===== src/core/aqi_defines.svh =====
`ifndef AQI_DEFINES_SVH
`define AQI_DEFINES_SVH
// Word indices on address pins A4..A1
`define AQI_IDX_ENABLE 4'h9
`define AQI_IDX_STATUS 4'ha
`define AQI_IDX_LIMIT 4'hd
// Reset values
`define AQI_ENABLE_RST 16'h0000
`define AQI_FLAGS_RST 8'h00
// Field positions in enable and status words
`define AQI_TRIG_LSB 8
`define AQI_TRIG_MSB 10
`define AQI_FILL_LSB 11
`define AQI_FILL_MSB 15
// Source bit positions
`define AQI_SRC_WDOG 0
`define AQI_SRC_MATCH 1
`define AQI_SRC_FILL 2
`define AQI_SRC_AZERO 3
`define AQI_SRC_FULLCAL 4
`define AQI_SRC_PAUSE 5
`define AQI_SRC_LOWSUP 6
`define AQI_SRC_WAKE 7
// Timing
`define AQI_CLK_PERIOD_NS 4
`define AQI_SETTLE_NS 10000000
`define AQI_SETTLE_CYC (`AQI_SETTLE_NS / `AQI_CLK_PERIOD_NS)
`endif


===== src/core/aqi_pkg.sv =====
package aqi_pkg;
    // Bus word and source vector
    typedef logic [15:0] aqi_word_t;
    typedef logic [7:0] aqi_src_t;
    // Watchdog compare phase
    typedef enum logic [0:0] {
        AQI_WD_FIRST = 1'b0,
        AQI_WD_SECOND = 1'b1
    } aqi_wd_state_e;
endpackage : aqi_pkg


===== src/core/aqi_limit_cmp.sv =====
`timescale 1ns/1ps
`include "aqi_defines.svh"
module aqi_limit_cmp
    import aqi_pkg::*;
(
    input wire logic mclk_in,
    input wire logic nrst_in,
    input wire logic start_in,
    input wire logic [8:0] sample_in,
    input wire logic [8:0] limit1_in,
    input wire logic [8:0] limit2_in,
    input wire logic above1_in,
    input wire logic above2_in,
    input wire logic [2:0] instr_in,
    input wire logic clear_in,
    input wire logic reset_in,
    output logic hit_out,
    output aqi_word_t status_out
);
    aqi_wd_state_e st; // Compare phase
    logic [8:0] sample_q; // Sample held for second compare
    logic [8:0] lim2_q;
    logic above2_q;
    logic [2:0] instr_q;
    logic hit1;
    logic hit2;
    aqi_word_t set_vec;

    // Signed compare in the selected direction
    function automatic logic crossed(input logic [8:0] s,
                                     input logic [8:0] l,
                                     input logic above);
        crossed = above ? ($signed(s) > $signed(l))
                        : ($signed(s) < $signed(l));
    endfunction : crossed

    // Limit one now, limit two one cycle later
    assign hit1 = (st == AQI_WD_FIRST) && start_in &&
                  crossed(sample_in, limit1_in, above1_in);
    assign hit2 = (st == AQI_WD_SECOND) &&
                  crossed(sample_q, lim2_q, above2_q);
    assign set_vec = (hit1 ? 16'(16'h0001 << instr_in) : 16'h0000) |
                     (hit2 ? 16'(16'h0100 << instr_q) : 16'h0000);

    // Phase sequencing; a soft reset abandons a pending compare
    always_ff @(posedge mclk_in) begin
        if (!nrst_in || reset_in) begin
            st <= AQI_WD_FIRST;
        end else begin
            unique case (st)
                AQI_WD_FIRST: if (start_in) st <= AQI_WD_SECOND;
                AQI_WD_SECOND: st <= AQI_WD_FIRST;
            endcase
        end
    end

    // Operands for the second compare
    always_ff @(posedge mclk_in) begin
        if (st == AQI_WD_FIRST && start_in) begin
            sample_q <= sample_in;
            lim2_q <= limit2_in;
            above2_q <= above2_in;
            instr_q <= instr_in;
        end
    end

    // Which limit and which instruction; set beats read clear
    always_ff @(posedge mclk_in) begin
        if (!nrst_in || reset_in) begin
            status_out <= 16'h0000;
            hit_out <= 1'b0;
        end else begin
            status_out <= (clear_in ? 16'h0000 : status_out) | set_vec;
            hit_out <= hit1 | hit2;
        end
    end

    property p_second_cmp;
        @(posedge mclk_in) disable iff (!nrst_in)
        (hit2 && !reset_in) |=>
            (status_out & 16'(16'h0100 << $past(instr_q))) != 16'h0000;
    endproperty
    a_second_cmp: assert property (p_second_cmp)
        else $error("limit two crossing not recorded");
endmodule : aqi_limit_cmp


===== src/core/aqi_settle_timer.sv =====
`timescale 1ns/1ps
`include "aqi_defines.svh"
module aqi_settle_timer
    import aqi_pkg::*;
#(
    parameter int unsigned CYCLES = `AQI_SETTLE_CYC
)(
    input wire logic mclk_in,
    input wire logic nrst_in,
    input wire logic standby_in,
    output logic done_out
);
    logic standby_q; // Previous standby level
    logic [31:0] cnt; // Cycles left; zero when idle

    // Count from standby release; re-entering standby aborts the wait
    always_ff @(posedge mclk_in) begin
        if (!nrst_in) begin
            standby_q <= 1'b0;
            cnt <= 32'h0000_0000;
            done_out <= 1'b0;
        end else begin
            standby_q <= standby_in;
            done_out <= (cnt == 32'h0000_0001) && !standby_in;
            if (standby_in) begin
                cnt <= 32'h0000_0000;
            end else if (standby_q) begin
                cnt <= 32'(CYCLES);
            end else if (cnt != 32'h0000_0000) begin
                cnt <= cnt - 32'h0000_0001;
            end
        end
    end
endmodule : aqi_settle_timer


===== src/core/aqi_interrupt_logic.sv =====
`timescale 1ns/1ps
`include "aqi_defines.svh"
module aqi_interrupt_logic
    import aqi_pkg::*;
#(
    parameter int unsigned SETTLE_CYCLES = `AQI_SETTLE_CYC
)(
    input wire logic mclk_in,
    input wire logic nrst_in,
    // Host parallel bus pins
    input wire logic bus_cs_n_in,
    input wire logic bus_rd_n_in,
    input wire logic bus_wr_n_in,
    input wire logic [4:0] bus_addr_in,
    input wire logic [15:0] bus_data_in,
    input wire logic bus_width_select_in,
    output aqi_word_t bus_data_out,
    output logic bus_data_oe_out,
    // Sequencer side
    input wire logic seq_fetch_in,
    input wire logic [2:0] seq_addr_in,
    input wire logic seq_pause_in,
    input wire logic seq_start_in,
    input wire logic seq_reset_in,
    input wire logic seq_running_in,
    output logic seq_halt_out,
    // Watchdog compare request
    input wire logic wd_valid_in,
    input wire logic [8:0] wd_sample_in,
    input wire logic [8:0] wd_limit1_in,
    input wire logic [8:0] wd_limit2_in,
    input wire logic wd_above1_in,
    input wire logic wd_above2_in,
    input wire logic [2:0] wd_instr_in,
    // Other event sources
    input wire logic [5:0] fifo_count_in,
    input wire logic az_done_in,
    input wire logic cal_done_in,
    input wire logic supply_low_in,
    input wire logic standby_in,
    // Toward the host
    output logic int_n_out,
    output logic transfer_request_out
);
    // Pin sampling: cs, rd, wr, width, supply, addr, data
    localparam int PW = 26;
    logic [PW-1:0] pin_meta; // First stage, read only by second
    logic [PW-1:0] pin_sync; // Second stage, safe to use
    logic cs_s;
    logic rd_s;
    logic wr_s;
    logic bw_s;
    logic lowsup_s;
    logic [4:0] addr_s;
    aqi_word_t data_s;

    // Strobe tracking
    logic rd_act; // Read strobe active
    logic rd_act_q;
    logic rd_start; // First cycle of a read
    logic wr_act; // Write strobe active
    logic wr_act_q;
    logic wr_end; // Write taken at strobe release
    logic [4:0] wr_addr_q; // Address held during write
    aqi_word_t wr_data_q; // Data held during write
    logic [3:0] rd_idx;
    logic [3:0] wr_idx;

    // Register state
    aqi_word_t en; // Enable mask, trigger, fill level
    aqi_src_t flags; // Sticky status flags
    aqi_src_t next_flags;
    aqi_src_t ev; // One bit per source this cycle
    logic clr; // Status read clears flags
    aqi_word_t status_word;
    aqi_word_t rd_word;
    aqi_word_t limit_status;

    // Event helpers
    logic [2:0] trig;
    logic [4:0] fill_lvl;
    logic [5:0] count_q; // Count seen last cycle
    logic fill_hit;
    logic start_q;
    logic first_mark; // First fetch of zero still pending
    logic match;
    logic wd_hit;
    logic wake_done;

    // Two flops on every pin before any logic looks at it
    always_ff @(posedge mclk_in) begin
        if (!nrst_in) begin
            // Idle levels: strobes high, supply not low, so no false event
            pin_meta <= {3'b111, 23'h000000};
            pin_sync <= {3'b111, 23'h000000};
        end else begin
            pin_meta <= {bus_cs_n_in, bus_rd_n_in, bus_wr_n_in,
                         bus_width_select_in, supply_low_in,
                         bus_addr_in, bus_data_in};
            pin_sync <= pin_meta;
        end
    end

    // Synchronised pin fields
    assign cs_s = pin_sync[25];
    assign rd_s = pin_sync[24];
    assign wr_s = pin_sync[23];
    assign bw_s = pin_sync[22];
    assign lowsup_s = pin_sync[21];
    assign addr_s = pin_sync[20:16];
    assign data_s = pin_sync[15:0];

    // Read acts at its leading edge, write at its trailing edge
    assign rd_act = !cs_s && !rd_s;
    assign wr_act = !cs_s && !wr_s;
    assign rd_start = rd_act && !rd_act_q;
    assign wr_end = wr_act_q && !wr_act;
    // Same word index in both bus widths; A0 picks a byte
    assign rd_idx = addr_s[4:1];
    assign wr_idx = wr_addr_q[4:1];

    // Strobe history
    always_ff @(posedge mclk_in) begin
        if (!nrst_in) begin
            rd_act_q <= 1'b0;
            wr_act_q <= 1'b0;
        end else begin
            rd_act_q <= rd_act;
            wr_act_q <= wr_act;
        end
    end

    // Hold write address and data while the strobe is low, since
    // the pins may already move in the cycle the strobe rises
    always_ff @(posedge mclk_in) begin
        if (!nrst_in) begin
            wr_addr_q <= 5'h00;
            wr_data_q <= 16'h0000;
        end else if (wr_act) begin
            wr_addr_q <= addr_s;
            wr_data_q <= data_s;
        end
    end

    // Enable register, word or byte writes
    always_ff @(posedge mclk_in) begin
        if (!nrst_in) begin
            en <= `AQI_ENABLE_RST;
        end else if (wr_end && wr_idx == `AQI_IDX_ENABLE) begin
            if (!bw_s) begin
                en <= wr_data_q;
            end else if (!wr_addr_q[0]) begin
                en[7:0] <= wr_data_q[7:0];
            end else begin
                en[15:8] <= wr_data_q[7:0];
            end
        end
    end

    // Trigger fields from the enable word
    assign trig = en[`AQI_TRIG_MSB:`AQI_TRIG_LSB];
    assign fill_lvl = en[`AQI_FILL_MSB:`AQI_FILL_LSB];

    // Start edge and fill history
    always_ff @(posedge mclk_in) begin
        if (!nrst_in) begin
            start_q <= 1'b0;
            count_q <= 6'h00;
        end else begin
            start_q <= seq_start_in;
            count_q <= fifo_count_in;
        end
    end

    // Marker set at reset or start, cleared by fetching zero;
    // a start in the same cycle as a fetch keeps it armed
    always_ff @(posedge mclk_in) begin
        if (!nrst_in) begin
            first_mark <= 1'b1;
        end else if (seq_reset_in || (seq_start_in && !start_q)) begin
            first_mark <= 1'b1;
        end else if (seq_fetch_in && seq_addr_in == 3'h0) begin
            first_mark <= 1'b0;
        end
    end

    // Match is flagged at fetch, before the instruction runs
    assign match = seq_fetch_in && seq_addr_in == trig &&
                   !(seq_addr_in == 3'h0 && first_mark);

    // Fill level reached on the change into it; zero never fires
    assign fill_hit = fifo_count_in == {1'b0, fill_lvl} &&
                      fill_lvl != 5'h00 &&
                      fifo_count_in != count_q;

    // Watchdog comparisons and limit status
    aqi_limit_cmp u_limit (
        .mclk_in(mclk_in),
        .nrst_in(nrst_in),
        .start_in(wd_valid_in),
        .sample_in(wd_sample_in),
        .limit1_in(wd_limit1_in),
        .limit2_in(wd_limit2_in),
        .above1_in(wd_above1_in),
        .above2_in(wd_above2_in),
        .instr_in(wd_instr_in),
        .clear_in(rd_start && rd_idx == `AQI_IDX_LIMIT &&
                  (!bw_s || addr_s[0])),
        .reset_in(seq_reset_in),
        .hit_out(wd_hit),
        .status_out(limit_status)
    );

    // Settling wait after standby release
    aqi_settle_timer #(
        .CYCLES(SETTLE_CYCLES)
    ) u_settle (
        .mclk_in(mclk_in),
        .nrst_in(nrst_in),
        .standby_in(standby_in),
        .done_out(wake_done)
    );

    // Gather all eight sources; priority plays no part
    always_comb begin
        ev = 8'h00;
        ev[`AQI_SRC_WDOG] = wd_hit;
        ev[`AQI_SRC_MATCH] = match;
        ev[`AQI_SRC_FILL] = fill_hit;
        ev[`AQI_SRC_AZERO] = az_done_in;
        ev[`AQI_SRC_FULLCAL] = cal_done_in;
        ev[`AQI_SRC_PAUSE] = seq_fetch_in && seq_pause_in;
        // Level: re-asserts while the supply stays low
        ev[`AQI_SRC_LOWSUP] = lowsup_s;
        ev[`AQI_SRC_WAKE] = wake_done;
    end

    // Flags clear on a status read of the low byte (or the word)
    assign clr = rd_start && rd_idx == `AQI_IDX_STATUS &&
                 (!bw_s || !addr_s[0]);

    // Flags ignore enables; an event beats a same-cycle read clear
    always_comb begin
        if (seq_reset_in) begin
            next_flags = `AQI_FLAGS_RST;
        end else begin
            next_flags = ((clr ? 8'h00 : flags) | ev);
        end
    end

    // Sticky flag register
    always_ff @(posedge mclk_in) begin
        if (!nrst_in) begin
            flags <= `AQI_FLAGS_RST;
        end else begin
            flags <= next_flags;
        end
    end

    // Pin low while any enabled flag stands
    always_ff @(posedge mclk_in) begin
        if (!nrst_in) begin
            int_n_out <= 1'b1;
        end else begin
            int_n_out <= ~|(next_flags & en[7:0]);
        end
    end

    // Transfer request rises with the fill flag, falls when empty;
    // the next request needs the flag to be read clear first
    always_ff @(posedge mclk_in) begin
        if (!nrst_in) begin
            transfer_request_out <= 1'b0;
        end else if (seq_reset_in || fifo_count_in == 6'h00) begin
            transfer_request_out <= 1'b0;
        end else if (fill_hit && en[`AQI_SRC_FILL] &&
                     !flags[`AQI_SRC_FILL]) begin
            transfer_request_out <= 1'b1;
        end
    end

    // Halt only for a pause; a match never asks for a stop
    always_ff @(posedge mclk_in) begin
        if (!nrst_in) begin
            seq_halt_out <= 1'b0;
        end else begin
            seq_halt_out <= seq_fetch_in && seq_pause_in;
        end
    end

    // Live sequencer view in the upper status bits
    always_comb begin
        status_word = {8'h00, flags};
        if (seq_running_in) begin
            status_word[`AQI_TRIG_MSB:`AQI_TRIG_LSB] = seq_addr_in;
            status_word[`AQI_FILL_MSB:`AQI_FILL_LSB] =
                fifo_count_in[4:0];
        end
    end

    // Read mux; unmapped words read as zero
    always_comb begin
        unique case (rd_idx)
            `AQI_IDX_ENABLE: rd_word = en;
            `AQI_IDX_STATUS: rd_word = status_word;
            `AQI_IDX_LIMIT: rd_word = limit_status;
            default: rd_word = 16'h0000;
        endcase
    end

    // Data captured at read start, so the clear cannot hide it
    always_ff @(posedge mclk_in) begin
        if (!nrst_in) begin
            bus_data_out <= 16'h0000;
            bus_data_oe_out <= 1'b0;
        end else begin
            bus_data_oe_out <= rd_act;
            if (rd_start) begin
                if (bw_s && addr_s[0]) begin
                    bus_data_out <= {8'h00, rd_word[15:8]};
                end else begin
                    bus_data_out <= rd_word;
                end
            end
        end
    end

    property p_int_level;
        @(posedge mclk_in) disable iff (!nrst_in)
        $stable(en) |-> int_n_out == !(|(flags & en[7:0]));
    endproperty
    a_int_level: assert property (p_int_level)
        else $error("interrupt pin disagrees with enabled flags");

    property p_flag_sticky;
        @(posedge mclk_in) disable iff (!nrst_in)
        (ev != 8'h00 && !seq_reset_in) |=> (flags & $past(ev)) == $past(ev);
    endproperty
    a_flag_sticky: assert property (p_flag_sticky)
        else $error("event did not set its flag");

    property p_read_clear;
        @(posedge mclk_in) disable iff (!nrst_in)
        (clr && ev == 8'h00) |=> flags == 8'h00;
    endproperty
    a_read_clear: assert property (p_read_clear)
        else $error("status read left flags set");

    property p_soft_reset;
        @(posedge mclk_in) disable iff (!nrst_in)
        seq_reset_in |=> flags == 8'h00 && !transfer_request_out;
    endproperty
    a_soft_reset: assert property (p_soft_reset)
        else $error("device reset left flags set");

    property p_first_skip;
        @(posedge mclk_in) disable iff (!nrst_in)
        (seq_fetch_in && seq_addr_in == 3'h0 && first_mark &&
         !flags[`AQI_SRC_MATCH]) |=> !flags[`AQI_SRC_MATCH];
    endproperty
    a_first_skip: assert property (p_first_skip)
        else $error("first fetch of zero raised match");

    property p_match;
        @(posedge mclk_in) disable iff (!nrst_in)
        (seq_fetch_in && seq_addr_in == trig && !seq_reset_in &&
         !(seq_addr_in == 3'h0 && first_mark))
        |=> flags[`AQI_SRC_MATCH];
    endproperty
    a_match: assert property (p_match)
        else $error("address match not flagged");

    property p_no_stall;
        @(posedge mclk_in) disable iff (!nrst_in)
        seq_halt_out |-> $past(seq_fetch_in && seq_pause_in);
    endproperty
    a_no_stall: assert property (p_no_stall)
        else $error("halt without a pause instruction");

    property p_dma_with_int;
        @(posedge mclk_in) disable iff (!nrst_in)
        $rose(transfer_request_out) |-> !int_n_out;
    endproperty
    a_dma_with_int: assert property (p_dma_with_int)
        else $error("transfer request without interrupt pin");

    property p_pause_flag;
        @(posedge mclk_in) disable iff (!nrst_in)
        (seq_fetch_in && seq_pause_in && !seq_reset_in)
        |=> flags[`AQI_SRC_PAUSE] && seq_halt_out;
    endproperty
    a_pause_flag: assert property (p_pause_flag)
        else $error("pause not flagged with halt");
endmodule : aqi_interrupt_logic


===== config.mk =====
export PLATFORM = sky130hd
export DESIGN_NAME = aqi_interrupt_logic
export DESIGN_NICKNAME = d
export VERILOG_FILES = /design/src/core/aqi_pkg.sv /design/src/core/aqi_limit_cmp.sv /design/src/core/aqi_settle_timer.sv /design/src/core/aqi_interrupt_logic.sv
export VERILOG_INCLUDE_DIRS = /design/src /design/src/core
export SDC_FILE = /design/constraint.sdc
export NUM_CORES = 1
export LEC_CHECK = 0
export BUFFER_PORTS_ARGS = -buffer_cell sky130_fd_sc_hd__buf_2
export CELL_PAD_IN_SITES_DETAIL_PLACEMENT = 2
export CELL_PAD_IN_SITES_GLOBAL_PLACEMENT = 2
export CORE_MARGIN = 8
export CORE_UTILIZATION = 37
export CTS_CLUSTER_DIAMETER = 120
export DETAILED_ROUTE_END_ITERATION = 16
export PLACE_DENSITY_LB_ADDON = 0.1
export SETUP_SLACK_MARGIN = 0.2
export SYNTH_ARGS = -nofsm -noshare
export SYNTH_HDL_FRONTEND = slang
export SYNTH_SLANG_ARGS = --single-unit
export TNS_END_PERCENT = 30

===== constraint.sdc =====
create_clock -name mclk_in -period 2.5 [get_ports mclk_in]
set_input_delay 0.25 -clock mclk_in [delete_from_list [all_inputs] [get_ports mclk_in]]
set_output_delay 0.25 -clock mclk_in [all_outputs]
set_load 0.01 [all_outputs]

==> results.rst <==
.. list-table::
   :header-rows: 1

   * - Metric
     - Value
   * - Number of distinct library cell variants in the gate-level netlist after synthesis
     - 61
   * - Detailed-placement wirelength estimate
     - about 17 mm
   * - Crit path kind
     - register to register
   * - Leading cell types in the layout, fill and taps excluded
     - dfxtp_1, nand2_1, buf_2
   * - Place WS
     - -98.28 ps
   * - Finished layout cell area
     - 10070 µm²
   * - Max-slew violation count
     - 0
   * - Maximum level of the CTS H-tree
     - 4
   * - Headroom to the max-slew limit
     - 39.68%
   * - Cell Area, Synth
     - 8198 µm²
   * - Filler instances
     - ~2300
   * - I/O pin total
     - 98
   * - Routability cong.
     - 0.7672
   * - Maximum resistive drop on vdd
     - ~0.00045 V
   * - Area of all sequential standard cells
     - 4227 µm²
   * - Clock Skew
     - between 10 and 15 ps
   * - Worst Setup End Kind
     - register
   * - RSZ-0062 raised after global routing
     - yes
   * - Core area
     - 21760 µm²
   * - Clock tree from TritonCTS
     - done
   * - Pin count of the biggest net entering global routing
     - 71
   * - Count of non-filler cells in the finished layout
     - 1272
   * - Achievable clock frequency
     - 428.4 MHz
   * - Die Span Y
     - roughly 160 µm
   * - Clk_lat worst skew
     - 440 ps
   * - Area after detailed placement
     - 9080 µm²
   * - Wire per inst
     - 18.73 µm
   * - Cell at the slowest stage of the critical path
     - edfxtp_1
   * - Highest cell delay on the worst timing path
     - around 420 ps
   * - Antenna violations before repair
     - 2
   * - Number of buffer and inverter stages on the critical path
     - 0
   * - Endpoints failing hold
     - 0
   * - Tightest Hold Check Type
     - input pin to register
   * - Leak Pwr
     - 4.067 nW
   * - Area growth from synthesis to final layout
     - 22.79%
   * - Total Nets Final
     - 1076
   * - Post-synth ARST share
     - 0%
   * - Top_reg_cell synth
     - dfxtp_1
   * - Seq/Total Area, Yosys
     - 51.53%
   * - Combined area of the multi-input logic cells
     - 3835 µm²
   * - Number of sinks driven by the clock tree
     - 200
   * - Req. time, crit path
     - 2870 ps
   * - Syn Inst Count
     - 843
   * - Final setup violation count
     - 0
   * - Synthesized netlist net count
     - 941
   * - Largest buffer count on any clock path
     - 2
   * - Cell family with the largest share of critical-path delay
     - simple AND/OR/NAND/NOR gates
   * - Final worst-path setup slack
     - ~170 ps
   * - First drt pass iteration count
     - 4
   * - Worst slew pin tran
     - 902.6 ps
   * - Clock buffer count from CTS
     - 17
   * - End-of-flow core utilization
     - 46.27%
   * - Reg clk slew, reported paths
     - 80 ps
   * - Startpoint types
     - register
   * - Number of global-route vias before repair
     - 7167
   * - Minimum clock period after layout
     - approximately 2300 ps
   * - Cell-by-cell listing of the critical path
     - ha_1 > nand4_1 > nor3_2 > a2111oi_4 > mux2_4 > or3_4 > o21ai_1
   * - Max Cap Viol
     - 0
   * - Via count of the routed design
     - 6472
   * - GRT Residual Overflow
     - 0
   * - Die extent in x
     - 164.9 µm
   * - Final Routed Wirelength
     - 23.82 mm
   * - Overall die area
     - 27180 µm²
   * - Critical Path Fanout Max
     - 5
   * - Number of DRC violations after detailed routing
     - 0
   * - Layout cell share with drive strength beyond 1
     - approximately 20%
   * - Leading cell type in the layout, fill and taps excluded
     - dfxtp_1
   * - Cells after DPL
     - 1208
   * - 1st-iter DRT viols
     - 237
   * - Data arrival, critical path
     - about 2700 ps
   * - Synthesis-stage register bit count
     - 200
   * - GRT Resource Usage Total
     - approximately 18%
   * - Number of enable-type register cells in the synthesized netlist
     - 22
   * - Fin Hold WS
     - 19.31 ps
   * - Status
     - completed
   * - Synthesis Warnings
     - 0
   * - Initial core utilization
     - 37.68%
   * - CTS root buffer
     - clkbuf_16
   * - # rows
     - between 50 and 60
   * - Synthesized area divided by synthesized cell count
     - between 9 and 10 µm²
   * - Global-route wire length before repair
     - 38.21 mm
   * - Via density per instance
     - a little over 5
   * - Part of the cycle the worst path needs
     - 93.37%
   * - Number of nets still failing antenna checks after routing
     - 0
   * - Pwr Density
     - 886.8 nW/µm²
   * - Number of I/O port buffers
     - 97
-- state kept, by name, indices dropped and copies added, names as in the netlist, 3 cells and up --
signal	cells
u_limit.lim2_q	9
wr_data_q	16
pin_sync	26
bus_data_out	16
u_limit.status_out	16
wr_addr_q	5
u_limit.sample_q	9
u_settle.cnt	32
count_q	6
u_limit.instr_q	3
en	16
pin_meta	26
flags	8
-- final timing paths --
path / slack [ps] / from / cells past startpoint / endpoint
max reg2reg: 170 / u_limit.sample_q[6]$_DFFE_PP_ / 7 / u_limit.status_out[10]$_SDFF_PP0_
max: 170 / u_limit.sample_q[6]$_DFFE_PP_ / 7 / u_limit.status_out[10]$_SDFF_PP0_
min: 20 / bus_data_in[5] / 2 / pin_meta[5]$_SDFF_PN0_
min reg2reg: 420 / pin_meta[25]$_SDFF_PN1_ / 1 / pin_sync[25]$_SDFF_PN1_
-- synth_stat cells, drive strengths merged (22+ instances only) --
library cell	n	area [µm²]
a21oi	23	115.1
inv	30	112.6
clkbuf	31	116.4
dfxtp	178	3563
o211ai	23	172.7
a21boi	29	217.7
nand2	105	394.1
mux2i	33	330.3
and2	59	369.1
xor2	30	262.8
o21ai	30	150.1
edfxtp	22	660.6
nor2	54	202.7
-- report_power, final --
group	total [mW]	switching, mW	internal (mW)
combinational	2.61	1.47	1.15
clock	2.70	1.35	1.35
sequential	3.62	0.170	3.45
-- cells by family after synthesis --
| logic type | Yosys count | share of synthesized area [%] |
|---|---|---|
| adders and majority gates | 20 | 3.053 |
| muxes | 34 | 4.167 |
| xor gates and xnor gates | 39 | 4.167 |
| buffers and inverters | 68 | 3.144 |
| DFF | 200 | 51.53 |
| and+or+nand+nor | 330 | 20.92 |
| AOI/OAI and AO/OA | 152 | 13.02 |
-- per-stage QoR --
stage               setup TNS (ps)  power, mW
detailed placement          -173.2      6.039
floorplan                        0      5.285
global placement                 0      5.907
CTS                              0      8.860
global route                     0      9.419
finish                           0      8.927
-- layout make-up --
cell class	count	share of cell area, %
well taps	280	3.480
inverters	31	1.156
clock inverters	14	1.305
multi-input cells	575	38.10
repair buffers	153	9.584
flip-flops and latches	200	41.99
diodes	1	0.02486
clock buffers	18	4.363
-- timing repair --
| action | CTS | global route |
|---|---|---|
| endpoints found under the setup margin | 23 | 36 |
| endpoints found under the hold margin | 22 | 0 |
| hold buffers | 22 | 0 |
| pin swaps | 7 | 8 |
| buffers inserted | 4 | 5 |
| gates resized for setup | 14 | 20 |
-- routing by layer --
metal,GRT usage [%],vias up,wire [µm]
met1,21.11,3164,10320
met3,3.116,34,788
met2,31.91,96,12140
li1,-,3176,-
met5,0,-,13
met4,7.207,2,555
(Power assumes the default switching activity.)
